--- config.mk ---
export PLATFORM = sky130hd
export DESIGN_NAME = jsm_speed_map
export DESIGN_NICKNAME = d
export VERILOG_FILES = /design/src/hw/jsm_speed_map.v
export VERILOG_INCLUDE_DIRS = /design/src /design/src/hw
export SDC_FILE = /design/constraint.sdc
export NUM_CORES = 2
export LEC_CHECK = 0
export BUFFER_PORTS_ARGS = -buffer_cell sky130_fd_sc_hd__buf_2
export CORE_UTILIZATION = 25
export CTS_BUF_LIST = sky130_fd_sc_hd__clkbuf_8
export DETAILED_ROUTE_END_ITERATION = 10
export HOLD_SLACK_MARGIN = 0.06
export PLACE_DENSITY = 0.41
export SLEW_MARGIN = 20
export SYNTH_ARGS = -nofsm -noshare
export SYNTH_HDL_FRONTEND = slang
export SYNTH_SLANG_ARGS = --single-unit
--- constraint.sdc ---
create_clock -name i_clk -period 23.6 [get_ports i_clk]
set_clock_uncertainty 0.1 [all_clocks]
set_input_delay 2.36 -clock i_clk [delete_from_list [all_inputs] [get_ports i_clk]]
set_output_delay 2.36 -clock i_clk [all_outputs]
set_load 0.02 [all_outputs]
--- src/hw/jsm_defs.vh ---
// Constants for the joystick speed mapping block
`ifndef JSM_DEFS_VH
`define JSM_DEFS_VH
// ==================================================
// Frame layout
`define JSM_CMD_READ 32'h796f6a67
`define JSM_CMD_WRITE 32'h796f6a73
`define JSM_CMD_LEN 5'h04
`define JSM_CMD_LAST 5'h03
`define JSM_FRAME_LAST 5'h15
`define JSM_OFS_LOWER 5'h04
`define JSM_OFS_CENTER 5'h06
`define JSM_OFS_UPPER 5'h08
`define JSM_OFS_CURVE 5'h0a
`define JSM_OFS_BAND 5'h0b
`define JSM_OFS_FLAGS 5'h0c
`define JSM_OFS_CRC 5'h14
`define JSM_FLAG_INVERT 0
`define JSM_POS_MAX 16'h2710
// ==================================================
// Reset values of the settings
`define JSM_RST_LOWER 16'h0000
`define JSM_RST_CENTER 16'h1388
`define JSM_RST_UPPER 16'h2710
// ==================================================
// Register map (word addresses)
`define JSM_ADDR_CTRL 4'ha
`define JSM_ADDR_STAT 4'hb
`define JSM_ADDR_SPEED 4'hc
`define JSM_CTRL_ENABLE 0
`define JSM_STAT_BUSY 4
`define JSM_STAT_STOP 5
`define JSM_TAB_FULL_MSB 16
`define JSM_TAB_USTEP_LSB 24
// ==================================================
// Arithmetic
`define JSM_Q_ONE 9'h100
`define JSM_DIV_STEPS 4'h8
`endif

--- src/hw/jsm_speed_map.v ---
// Joystick to signed motor speed mapping with settings frame handling
// Functional notes
// - Settings read answer is 22 bytes: echo, positions, curve, band, flags, reserved, checksum.
// - Lower, centre and upper positions are unsigned 16-bit, at most 10000.
// - Inside the neutral band the speed is zero with a soft stop.
// - Outside the band speed scales from zero at band edge to full.
// - Beyond lower or upper limit the speed is plus or minus the table entry.
// - Table index starts at 0; left/right buttons step it.
// - A button step to an all-zero table entry is ignored.
// - Speed follows a curve whose bend is set by the nonlinearity factor.
// - Nonlinearity zero gives a linear deviation to speed relation.
// - Invert flag 0x01 makes higher samples give negative speed.
// - Settings read request is the read command code alone, 4 bytes.
// - Settings write request is the write code plus the answer layout.
// - Speed table holds ten entries of full steps and 1/256 microsteps.
`timescale 1ns/1ps
`default_nettype none
`include "jsm_defs.vh"

module jsm_speed_map #(
  parameter TABLE_LEN = 10
) (
  input wire i_clk,
  input wire i_nrst,
  input wire [3:0] i_addr,
  input wire [31:0] i_wdata,
  input wire i_wr,
  input wire i_rd,
  output reg [31:0] o_rdata,
  input wire i_rx_valid,
  input wire [7:0] i_rx_byte,
  output wire o_rx_ready,
  output wire o_tx_valid,
  output reg [7:0] o_tx_byte,
  input wire i_tx_ready,
  input wire i_stick_valid,
  input wire [15:0] i_stick_sample,
  input wire i_btn_left,
  input wire i_btn_right,
  output reg signed [25:0] o_speed,
  output reg o_speed_valid,
  output reg o_soft_stop
);

  localparam ST_IDLE = 2'b00;
  localparam ST_DIV = 2'b01;
  localparam ST_APPLY = 2'b10;

  // ==================================================
  // Settings and speed table
  reg [15:0] lower_ff;
  reg [15:0] center_ff;
  reg [15:0] upper_ff;
  reg [7:0] curve_ff;
  reg [7:0] band_ff;
  reg [7:0] flags_ff;
  reg [24:0] tab_ff [0:TABLE_LEN-1];
  reg ctrl_en_ff;
  reg [3:0] idx_ff;
  integer i;
  integer j;

  function [24:0] entry_total;
    input [3:0] n;
    reg [24:0] e;
    begin
      e = tab_ff[n];
      entry_total = {e[`JSM_TAB_FULL_MSB:0], e[24:17]};
    end
  endfunction

  // ==================================================
  // Frame receive and transmit
  reg [7:0] rx_mem_ff [0:`JSM_FRAME_LAST];
  reg [4:0] rx_cnt_ff;
  reg rx_wr_ff;
  reg tx_busy_ff;
  reg [4:0] tx_cnt_ff;
  reg [4:0] tx_last_ff;
  reg [31:0] tx_cmd_ff;

  function [7:0] frame_byte;
    input [4:0] idx;
    input [31:0] cmd;
    reg [15:0] sum;
    integer k;
    begin
      sum = 16'h0000;
      for (k = 0; k < `JSM_OFS_CRC; k = k + 1) begin
        sum = sum + {8'h00, frame_byte_plain(k[4:0], cmd)};
      end
      frame_byte = (idx < `JSM_OFS_CRC) ? frame_byte_plain(idx, cmd) :
                   (idx == `JSM_OFS_CRC) ? sum[7:0] : sum[15:8];
    end
  endfunction

  // Same as frame_byte without the checksum, to keep the sum loop non-recursive
  function [7:0] frame_byte_plain;
    input [4:0] idx;
    input [31:0] cmd;
    begin
      case (idx)
        `JSM_OFS_LOWER: frame_byte_plain = lower_ff[7:0];
        `JSM_OFS_LOWER + 5'h01: frame_byte_plain = lower_ff[15:8];
        `JSM_OFS_CENTER: frame_byte_plain = center_ff[7:0];
        `JSM_OFS_CENTER + 5'h01: frame_byte_plain = center_ff[15:8];
        `JSM_OFS_UPPER: frame_byte_plain = upper_ff[7:0];
        `JSM_OFS_UPPER + 5'h01: frame_byte_plain = upper_ff[15:8];
        `JSM_OFS_CURVE: frame_byte_plain = curve_ff;
        `JSM_OFS_BAND: frame_byte_plain = band_ff;
        `JSM_OFS_FLAGS: frame_byte_plain = flags_ff;
        default: frame_byte_plain = (idx < `JSM_CMD_LEN) ? cmd[{idx[1:0], 3'b000} +: 8] : 8'h00;
      endcase
    end
  endfunction

  reg [15:0] rx_sum;
  integer k2;
  always @* begin
    rx_sum = 16'h0000;
    for (k2 = 0; k2 < `JSM_OFS_CRC; k2 = k2 + 1) begin
      rx_sum = rx_sum + {8'h00, rx_mem_ff[k2]};
    end
  end

  // Receive is held off while an answer is going out, so settings never change mid-answer
  assign o_rx_ready = ~tx_busy_ff;
  assign o_tx_valid = tx_busy_ff;

  wire rx_take = i_rx_valid & ~tx_busy_ff;
  wire [31:0] rx_cmd = {i_rx_byte, rx_mem_ff[2], rx_mem_ff[1], rx_mem_ff[0]};
  wire [15:0] rx_lower = {rx_mem_ff[`JSM_OFS_LOWER + 5'h01], rx_mem_ff[`JSM_OFS_LOWER]};
  wire [15:0] rx_center = {rx_mem_ff[`JSM_OFS_CENTER + 5'h01], rx_mem_ff[`JSM_OFS_CENTER]};
  wire [15:0] rx_upper = {rx_mem_ff[`JSM_OFS_UPPER + 5'h01], rx_mem_ff[`JSM_OFS_UPPER]};
  wire rx_crc_ok = ({i_rx_byte, rx_mem_ff[`JSM_OFS_CRC]} == rx_sum);
  wire rx_range_ok = (rx_lower <= `JSM_POS_MAX) && (rx_center <= `JSM_POS_MAX) &&
                     (rx_upper <= `JSM_POS_MAX);
  wire rx_apply = rx_take && rx_wr_ff && (rx_cnt_ff == `JSM_FRAME_LAST) && rx_crc_ok &&
                  rx_range_ok;
  wire tx_take = tx_busy_ff & i_tx_ready;

  always @(posedge i_clk or negedge i_nrst) begin
    if (!i_nrst) begin
      rx_cnt_ff <= 5'h00;
      rx_wr_ff <= 1'b0;
      tx_busy_ff <= 1'b0;
      tx_cnt_ff <= 5'h00;
      tx_last_ff <= 5'h00;
      tx_cmd_ff <= 32'h00000000;
      o_tx_byte <= 8'h00;
      for (i = 0; i <= `JSM_FRAME_LAST; i = i + 1) begin
        rx_mem_ff[i] <= 8'h00;
      end
    end else begin
      if (rx_take) begin
        rx_mem_ff[rx_cnt_ff] <= i_rx_byte;
        rx_cnt_ff <= rx_cnt_ff + 5'h01;
        if (rx_cnt_ff == `JSM_CMD_LAST && !rx_wr_ff) begin
          if (rx_cmd == `JSM_CMD_READ) begin
            rx_cnt_ff <= 5'h00;
            tx_busy_ff <= 1'b1;
            tx_cnt_ff <= 5'h00;
            tx_last_ff <= `JSM_FRAME_LAST;
            tx_cmd_ff <= `JSM_CMD_READ;
            o_tx_byte <= frame_byte(5'h00, `JSM_CMD_READ);
          end else if (rx_cmd == `JSM_CMD_WRITE) begin
            rx_wr_ff <= 1'b1;
          end else begin
            rx_cnt_ff <= 5'h00;
          end
        end else if (rx_cnt_ff == `JSM_FRAME_LAST) begin
          rx_cnt_ff <= 5'h00;
          rx_wr_ff <= 1'b0;
          if (rx_apply) begin
            tx_busy_ff <= 1'b1;
            tx_cnt_ff <= 5'h00;
            tx_last_ff <= `JSM_CMD_LAST;
            tx_cmd_ff <= `JSM_CMD_WRITE;
            o_tx_byte <= frame_byte(5'h00, `JSM_CMD_WRITE);
          end
        end
      end
      if (tx_take) begin
        if (tx_cnt_ff == tx_last_ff) begin
          tx_busy_ff <= 1'b0;
        end else begin
          tx_cnt_ff <= tx_cnt_ff + 5'h01;
          o_tx_byte <= frame_byte(tx_cnt_ff + 5'h01, tx_cmd_ff);
        end
      end
    end
  end

  // ==================================================
  // Buttons: three-stage synchroniser, change taken when stages two and three agree
  reg [2:0] lsync_ff;
  reg [2:0] rsync_ff;
  reg lbtn_ff;
  reg rbtn_ff;
  wire lbtn_nxt = (lsync_ff[1] == lsync_ff[2]) ? lsync_ff[2] : lbtn_ff;
  wire rbtn_nxt = (rsync_ff[1] == rsync_ff[2]) ? rsync_ff[2] : rbtn_ff;
  wire lpress = lbtn_nxt & ~lbtn_ff;
  wire rpress = rbtn_nxt & ~rbtn_ff;

  always @(posedge i_clk or negedge i_nrst) begin
    if (!i_nrst) begin
      lsync_ff <= 3'h0;
      rsync_ff <= 3'h0;
      lbtn_ff <= 1'b0;
      rbtn_ff <= 1'b0;
    end else begin
      lsync_ff <= {lsync_ff[1:0], i_btn_left};
      rsync_ff <= {rsync_ff[1:0], i_btn_right};
      lbtn_ff <= lbtn_nxt;
      rbtn_ff <= rbtn_nxt;
    end
  end

  // ==================================================
  // Settings, table and index storage
  always @(posedge i_clk or negedge i_nrst) begin
    if (!i_nrst) begin
      lower_ff <= `JSM_RST_LOWER;
      center_ff <= `JSM_RST_CENTER;
      upper_ff <= `JSM_RST_UPPER;
      curve_ff <= 8'h00;
      band_ff <= 8'h00;
      flags_ff <= 8'h00;
      ctrl_en_ff <= 1'b0;
      idx_ff <= 4'h0;
      for (j = 0; j < TABLE_LEN; j = j + 1) begin
        tab_ff[j] <= 25'h0000000;
      end
    end else begin
      if (rx_apply) begin
        lower_ff <= rx_lower;
        center_ff <= rx_center;
        upper_ff <= rx_upper;
        curve_ff <= rx_mem_ff[`JSM_OFS_CURVE];
        band_ff <= rx_mem_ff[`JSM_OFS_BAND];
        flags_ff <= rx_mem_ff[`JSM_OFS_FLAGS];
      end
      if (i_wr && i_addr < TABLE_LEN) begin
        tab_ff[i_addr] <= {i_wdata[`JSM_TAB_USTEP_LSB +: 8], i_wdata[`JSM_TAB_FULL_MSB:0]};
      end
      if (i_wr && i_addr == `JSM_ADDR_CTRL) begin
        ctrl_en_ff <= i_wdata[`JSM_CTRL_ENABLE];
      end
      // Left wins if both buttons are pressed in one cycle
      if (lpress) begin
        if (idx_ff != 4'h0 && entry_total(idx_ff - 4'h1) != 25'h0000000) begin
          idx_ff <= idx_ff - 4'h1;
        end
      end else if (rpress) begin
        if (idx_ff < TABLE_LEN - 1 && entry_total(idx_ff + 4'h1) != 25'h0000000) begin
          idx_ff <= idx_ff + 4'h1;
        end
      end
    end
  end

  // ==================================================
  // Speed computation
  reg [1:0] st_ff;
  reg pos_ff;
  reg [16:0] rem_ff;
  reg [15:0] den_ff;
  reg [7:0] q_ff;
  reg [3:0] div_cnt_ff;
  reg [8:0] frac_ff;

  wire pos_side = (i_stick_sample >= center_ff);
  wire [15:0] dev = pos_side ? i_stick_sample - center_ff : center_ff - i_stick_sample;
  wire [15:0] span = pos_side ? upper_ff - center_ff : center_ff - lower_ff;
  wire [15:0] band16 = {8'h00, band_ff};
  wire [16:0] rem_sh = {rem_ff[15:0], 1'b0};
  wire rem_ge = (rem_sh >= {1'b0, den_ff});
  // Bend below the straight line: frac - k*frac*(1-frac), zero at both ends
  wire [15:0] parab = frac_ff * (`JSM_Q_ONE - frac_ff);
  wire [23:0] bend = parab * curve_ff;
  wire [8:0] shaped = frac_ff - {1'b0, bend[23:16]};
  wire [33:0] prod = entry_total(idx_ff) * shaped;
  wire [25:0] mag = prod[33:8];
  wire neg = (pos_ff == flags_ff[`JSM_FLAG_INVERT]);

  always @(posedge i_clk or negedge i_nrst) begin
    if (!i_nrst) begin
      st_ff <= ST_IDLE;
      pos_ff <= 1'b0;
      rem_ff <= 17'h00000;
      den_ff <= 16'h0000;
      q_ff <= 8'h00;
      div_cnt_ff <= 4'h0;
      frac_ff <= 9'h000;
      o_speed <= 26'sh0000000;
      o_speed_valid <= 1'b0;
      o_soft_stop <= 1'b1;
    end else begin
      o_speed_valid <= 1'b0;
      case (st_ff)
        ST_IDLE: begin
          if (i_stick_valid && ctrl_en_ff) begin
            pos_ff <= pos_side;
            if (dev <= band16) begin
              frac_ff <= 9'h000;
              st_ff <= ST_APPLY;
            end else if (dev >= span) begin
              frac_ff <= `JSM_Q_ONE;
              st_ff <= ST_APPLY;
            end else begin
              rem_ff <= {1'b0, dev - band16};
              den_ff <= span - band16;
              q_ff <= 8'h00;
              div_cnt_ff <= 4'h0;
              st_ff <= ST_DIV;
            end
          end
        end
        ST_DIV: begin
          rem_ff <= rem_ge ? rem_sh - {1'b0, den_ff} : rem_sh;
          q_ff <= {q_ff[6:0], rem_ge};
          div_cnt_ff <= div_cnt_ff + 4'h1;
          if (div_cnt_ff == `JSM_DIV_STEPS - 4'h1) begin
            frac_ff <= {1'b0, q_ff[6:0], rem_ge};
            st_ff <= ST_APPLY;
          end
        end
        ST_APPLY: begin
          o_speed <= neg ? -$signed(mag) : $signed(mag);
          o_soft_stop <= (frac_ff == 9'h000);
          o_speed_valid <= 1'b1;
          st_ff <= ST_IDLE;
        end
        default: st_ff <= ST_IDLE;
      endcase
    end
  end

  // ==================================================
  // Register read port
  always @(posedge i_clk or negedge i_nrst) begin
    if (!i_nrst) begin
      o_rdata <= 32'h00000000;
    end else if (i_rd) begin
      o_rdata <= 32'h00000000;
      if (i_addr < TABLE_LEN) begin
        o_rdata[`JSM_TAB_FULL_MSB:0] <= tab_ff[i_addr][`JSM_TAB_FULL_MSB:0];
        o_rdata[`JSM_TAB_USTEP_LSB +: 8] <= tab_ff[i_addr][24:17];
      end else if (i_addr == `JSM_ADDR_CTRL) begin
        o_rdata[`JSM_CTRL_ENABLE] <= ctrl_en_ff;
      end else if (i_addr == `JSM_ADDR_STAT) begin
        o_rdata[3:0] <= idx_ff;
        o_rdata[`JSM_STAT_BUSY] <= (st_ff != ST_IDLE);
        o_rdata[`JSM_STAT_STOP] <= o_soft_stop;
      end else if (i_addr == `JSM_ADDR_SPEED) begin
        o_rdata <= {{6{o_speed[25]}}, o_speed};
      end
    end
  end

endmodule // jsm_speed_map
`default_nettype wire

* After elaboration in Yosys (flattened, before gate mapping)
Index checks and enable logic that the tools add are counted.
W data, S select, Z words.
** Word-level totals
- Memories :: 0
- Memory bits (read-only) :: 0
- Bits in writable memories :: 0
- Bits in latches :: 0
- Bits in registers :: 683
- Output and inout bits :: 70
** Operators by class
- Reduce and logical (&&, ||, !) cells :: 34
- Equality and inequality tests :: 34
- Mux-type cells :: 128
- Bitwise operators :: 14
- Div/mod/pow operators :: 0
- $mul :: 3
- $lt $le $gt $ge :: 18
- Add/subtract/negate cells :: 53
- Shift-type cells :: 1
** Operator list (number)
- $bmux W25 S4 :: 4
- $add A16 B8 Y16 :: 22
- $mux W8 :: 40
- $bwmux W250 :: 1
- $mux W25 :: 9
- $bwmux W176 :: 1
- $mux W32 :: 5
- $demux W25 S4 :: 1
- $mux W16 :: 6
- $sub A16 B16 Y16 :: 5
- $mux W5 :: 15
- $pmux W8 S9 :: 1
- $eq A32 B31 Y1 const B :: 2
- $mux W26 :: 2
- $reduce_bool A25 Y1 :: 2
- $le A16 B14 Y1 const B :: 3
- $demux W8 S5 :: 1
- $mux W9 :: 4
- $mul A25 B9 Y34 :: 1
- $add A15 B8 Y16 :: 2
- $ge A16 B16 Y1 :: 2
- $pmux W16 S2 :: 1
- $shiftx A32 B6 Y8 :: 1
- $sub A16 B8 Y16 :: 2
- other kinds (62) :: 152

* Longest topological paths before layout
- Depth in word-level cells :: 28
- Mapped depth :: 77
- Mapped depth without buffers :: 73

* Worst setup path before layout
Ideal clock, no wire load.
- Path type :: register to register
- Start point :: register frac_ff[0]
- End point :: register o_speed[25]
- Setup time :: 0.124 ns
- Setup slack :: 6.644 ns
- Arrival :: 16.732 ns
- Period minus slack after synthesis :: 16.956 ns
- Stages on the path, launching flop included :: 69
- Buffers on the path :: 4
- Path through :: dfrtp_1 -> clkbuf_1 -> inv_1 -> clkbuf_1 -> ha_1 -> ha_1 -> nand2b_1 -> fa_1 -> inv_1 -> fa_1 -> inv_1 -> fa_1 -> inv_1 -> fa_1 -> inv_1 -> fa_1 -> inv_1 -> ha_1 -> [... 33 more ...] -> fa_1 -> inv_1 -> fa_1 -> inv_1 -> ha_1 -> clkbuf_1 -> a21o_1 -> a21o_1 -> a221oi_1 -> o31a_2 -> a21oi_1 -> a221oi_1 -> xnor2_1 -> or4_1 -> a211oi_1 -> nand3b_1 -> mux2i_1 -> a211o_1
** Between the ends
- Cells in the longest elaborated chain, start to end :: 7
** Ends and longest elaborated chain
- start: declaration :: RTL line jsm_speed_map.v:270 : reg [8:0] frac_ff;
- start signal: assignment :: RTL line jsm_speed_map.v:308 : frac_ff <= `JSM_Q_ONE;
- start signal: assignment :: RTL line jsm_speed_map.v:324 : frac_ff <= {1'b0, q_ff[6:0], rem_ge};
- $sub A9 B9 Y10 (no line)
- $mul A10 B10 Y16 :: RTL line jsm_speed_map.v:279 : wire [15:0] parab = frac_ff * (`JSM_Q_ONE - frac_ff);
- $mul A16 B8 Y24 :: RTL line jsm_speed_map.v:280 : wire [23:0] bend = parab * curve_ff;
- $sub A9 B8 Y9 * :: RTL line jsm_speed_map.v:281 : wire [8:0] shaped = frac_ff - {1'b0, bend[23:16]};
- $mul A25 B9 Y34 * :: RTL line jsm_speed_map.v:282 : wire [33:0] prod = entry_total(idx_ff) * shaped;
- $neg A26 Y26 :: RTL line jsm_speed_map.v:329 : o_speed <= neg ? -$signed(mag) : $signed(mag);
- $mux W26 * :: RTL line jsm_speed_map.v:329
- end signal: assignment :: RTL line jsm_speed_map.v:329
- end: declaration :: RTL line jsm_speed_map.v:40 : output reg signed [25:0] o_speed,
Every way passes the cells marked *; elsewhere a longest branch is shown, timed or not.
A chain may end at the register's enable or synchronous reset.

* Worst setup path in the final report
- Start point :: register frac_ff[1]
- End point :: register o_speed[25]
The elaborated chain is that of the path after synthesis.

==> impl_metrics.json <==
{
  "crit_path_frequent_cell": "fa_1",
  "root_buffer": "clkbuf_8",
  "gr-usage-all-layers": 0.162,
  "hold_path_class": "reg2reg",
  "holdWs_ns": 0.249,
  "cp_data_required_time_ns": 24.23,
  "synth.most_common_cell": "inv_1",
  "worst_pin_slew_ns": 1.09,
  "die_w_um": 474,
  "grt_pass1_wl_um": 275000,
  "dp_hpwl_um": 140000,
  "synth_top_cells_by_count": "inv_1 (752), dfrtp_1 (630), fa_1 (507)",
  "post_cts_buffers": 0,
  "max_freq_mhz": 53.1,
  "fin_crit_sh": 0.798,
  "synth_cells": 5423,
  "synth_fp_nets": 6336,
  "ys.flop_type": "dfrtp_1",
  "maxCapViolations": 0,
  "finalNetCount": 6427,
  "start_util": 0.251,
  "clkTransAtPathRegs_ns": 0.05,
  "synth_top_cell_area_share": 0.283,
  "yosys_warnings": 0,
  "setup_viol": 0,
  "syn_avg_cell_area_um2": 10.3,
  "gp_congestion": 0.841,
  "final_antenna_net_count": 0,
  "dieArea_um2": 225000,
  "clock_path_buffers": 3,
  "worstPathArrival_ns": 19.47,
  "port_buffers": 131,
  "cts_tree": "done",
  "post_cts_resized": 0,
  "gr-total-overflow": 0,
  "numCtsBuffers": 132,
  "row_count": 173,
  "synth_top_cells_by_area": "dfrtp_1 (28%), fa_1 (18%), mux2_2 (8.7%)",
  "synth_area_um2": 55800,
  "grt_pass1_vias": 41886,
  "outcome": "completed",
  "min_period_ns": 18.84,
  "synth.distinct_cells": 91,
  "num-fill-cells": 23356,
  "ioPinCount": 139,
  "slowest_stage": "dfrtp_1",
  "grt_max_degree": 154,
  "synthArstFlopShare": 1.00,
  "max_slew_margin": 0.266,
  "maxSlewViolCount": 0,
  "die_height_um": 474,
  "h-tree-depth": 4,
  "setup_tns_ns": 0,
  "synth_enable_flop_cells": 0,
  "layout-drive-gt1-share": 0.183,
  "clock_latency_ns": 0.90,
  "yosys.area.top_type": "dfrtp_1",
  "cp_slowest_stage_delay_ns": 0.74,
  "synth_seq_cells": 641,
  "num_vias": 40082,
  "postRouteWirelength_um": 181000,
  "rsz0062_at_grt": "no",
  "synthToLayoutAreaGrowth_pct": 12.5,
  "antenna_found_initial": 11,
  "crit_path_start_kind": "flop",
  "core-area_um2": 222000,
  "hold_viol": 0,
  "dr.pass1.iters": 5,
  "cts_hold_buf": 0,
  "seq_area_frac_synth": 0.288,
  "drt_iter0_drc": 2271,
  "post-route-drc-count": 0,
  "worstSetupPathType": "reg2reg",
  "cp_max_fo": 25,
  "cp-end-kind": "flop",
  "via_per_inst": 4.66,
  "clock_sinks": 641,
  "reg2reg_slack_ns": 4.76,
  "wire_per_inst_um": 21.1
}
[registers in the layout (all words and copies together), names as in the netlist, 4 cells and up]
register	count
band_ff	8
center_ff	16
curve_ff	8
den_ff	16
div_cnt_ff	4
flags_ff	8
frac_ff	9
idx_ff	4
lower_ff	16
o_rdata	32
o_speed	26
o_tx_byte	8
q_ff	7
rem_ff	16
rx_center	16
rx_cmd	24
rx_cnt_ff	5
rx_lower	16
rx_mem_ff	112
tab_ff	250
tx_cnt_ff	5
upper_ff	16
[cell usage in the layout (no fill, tap or decap), types with 56 or more instances in the layout]
cell      netlist  routed
a21o_1         84      84
xnor2_1       129     123
nor2_1        334     330
buf_4           3      56
ha_1          337     337
fa_1          507     507
a21oi_1       175     175
dfrtp_1       630     627
buf_2           7     129
nand2b_1       97      96
nand3_1        75      75
xor2_1         61      59
inv_1         752     796
mux2_2        429     429
nand2_1       342     342
o21ai_0       236     236
clkbuf_8        0     169
mux4_2         98      98
and2_1         91      91
mux2i_1       113     113
nor3_1         68      65
[metal layers]
metal	up-vias	track usage	routed length, um
met1	20688	0.219	84000
met4	4	0.0454	4380
met5	-	0	29
met3	197	0.0198	5580
met2	690	0.272	87100
li1	18503	-	-
[path summary, 6_finish.rpt]
check / depth (start not counted) / start / to
worst max-delay path: 65 / frac_ff[1] / o_speed[25]
worst min-delay path: 0 / lsync_ff[0] / lsync_ff[1]
worst max register to register: 65 / frac_ff[1] / o_speed[25]
worst min register to register: 0 / lsync_ff[0] / lsync_ff[1]
max in group asynchronous: 5 / i_nrst / tab_ff[241]
min in group asynchronous: 1 / i_nrst / rx_mem_ff[14]
[cell families (layout without fill, tap and decap cells)]
group,count (synthesis),after routing,synth area share
AOI/OAI and AO/OA,822,822,0.0956
buffers and inverters,988,1184,0.0669
adders and majority gates,846,846,0.258
and+or+nand+nor,1295,1295,0.115
DFF,641,641,0.288
muxes,640,640,0.146
other,0,3,0
xor gates and xnor gates,191,191,0.0302
[through the flow]
stage          instances   util  area [um2]  worst slack (ns)
5_1_grt             8597  0.283       62700              3.47
6_report            8597  0.283       62700              4.76
3_5_place_dp        8354  0.270       59900              4.77
2_1_floorplan       5423      -       55800              6.64
3_3_place_gp        8353  0.270       59900              4.74
4_1_cts             8593  0.283       62700              4.67
[critical path, delay by kind of cell (launching register included)]
family	cells	cell delay, ns
AO/OA/AOI/OAI	22	5.18
XOR/XNOR	2	0.32
adder cells (fa/ha/maj)	18	8.12
buffers and inverters	12	1.30
flip-flops	1	0.74
multiplexers	1	0.16
AND/OR/NAND/NOR	10	2.71
[area by class of cell]
| cell class | instances | area, um2 | share of cell area |
|---|---|---|---|
| Clock inverter | 70 | 504 | 0.00804 |
| Tap cell | 2975 | 3720 | 0.0593 |
| Timing Repair Buffer | 190 | 1160 | 0.0185 |
| Multi-Input combinational cell | 3794 | 36100 | 0.576 |
| Antenna cell | 3 | 7.51 | 0.000120 |
| Inverter | 755 | 2830 | 0.0452 |
| Sequential cell | 641 | 16100 | 0.256 |
| Clock buffer | 169 | 2330 | 0.0371 |
Power is not shown: default switching activity piles up to over one toggle a cycle in this logic, so the estimate is an artifact.
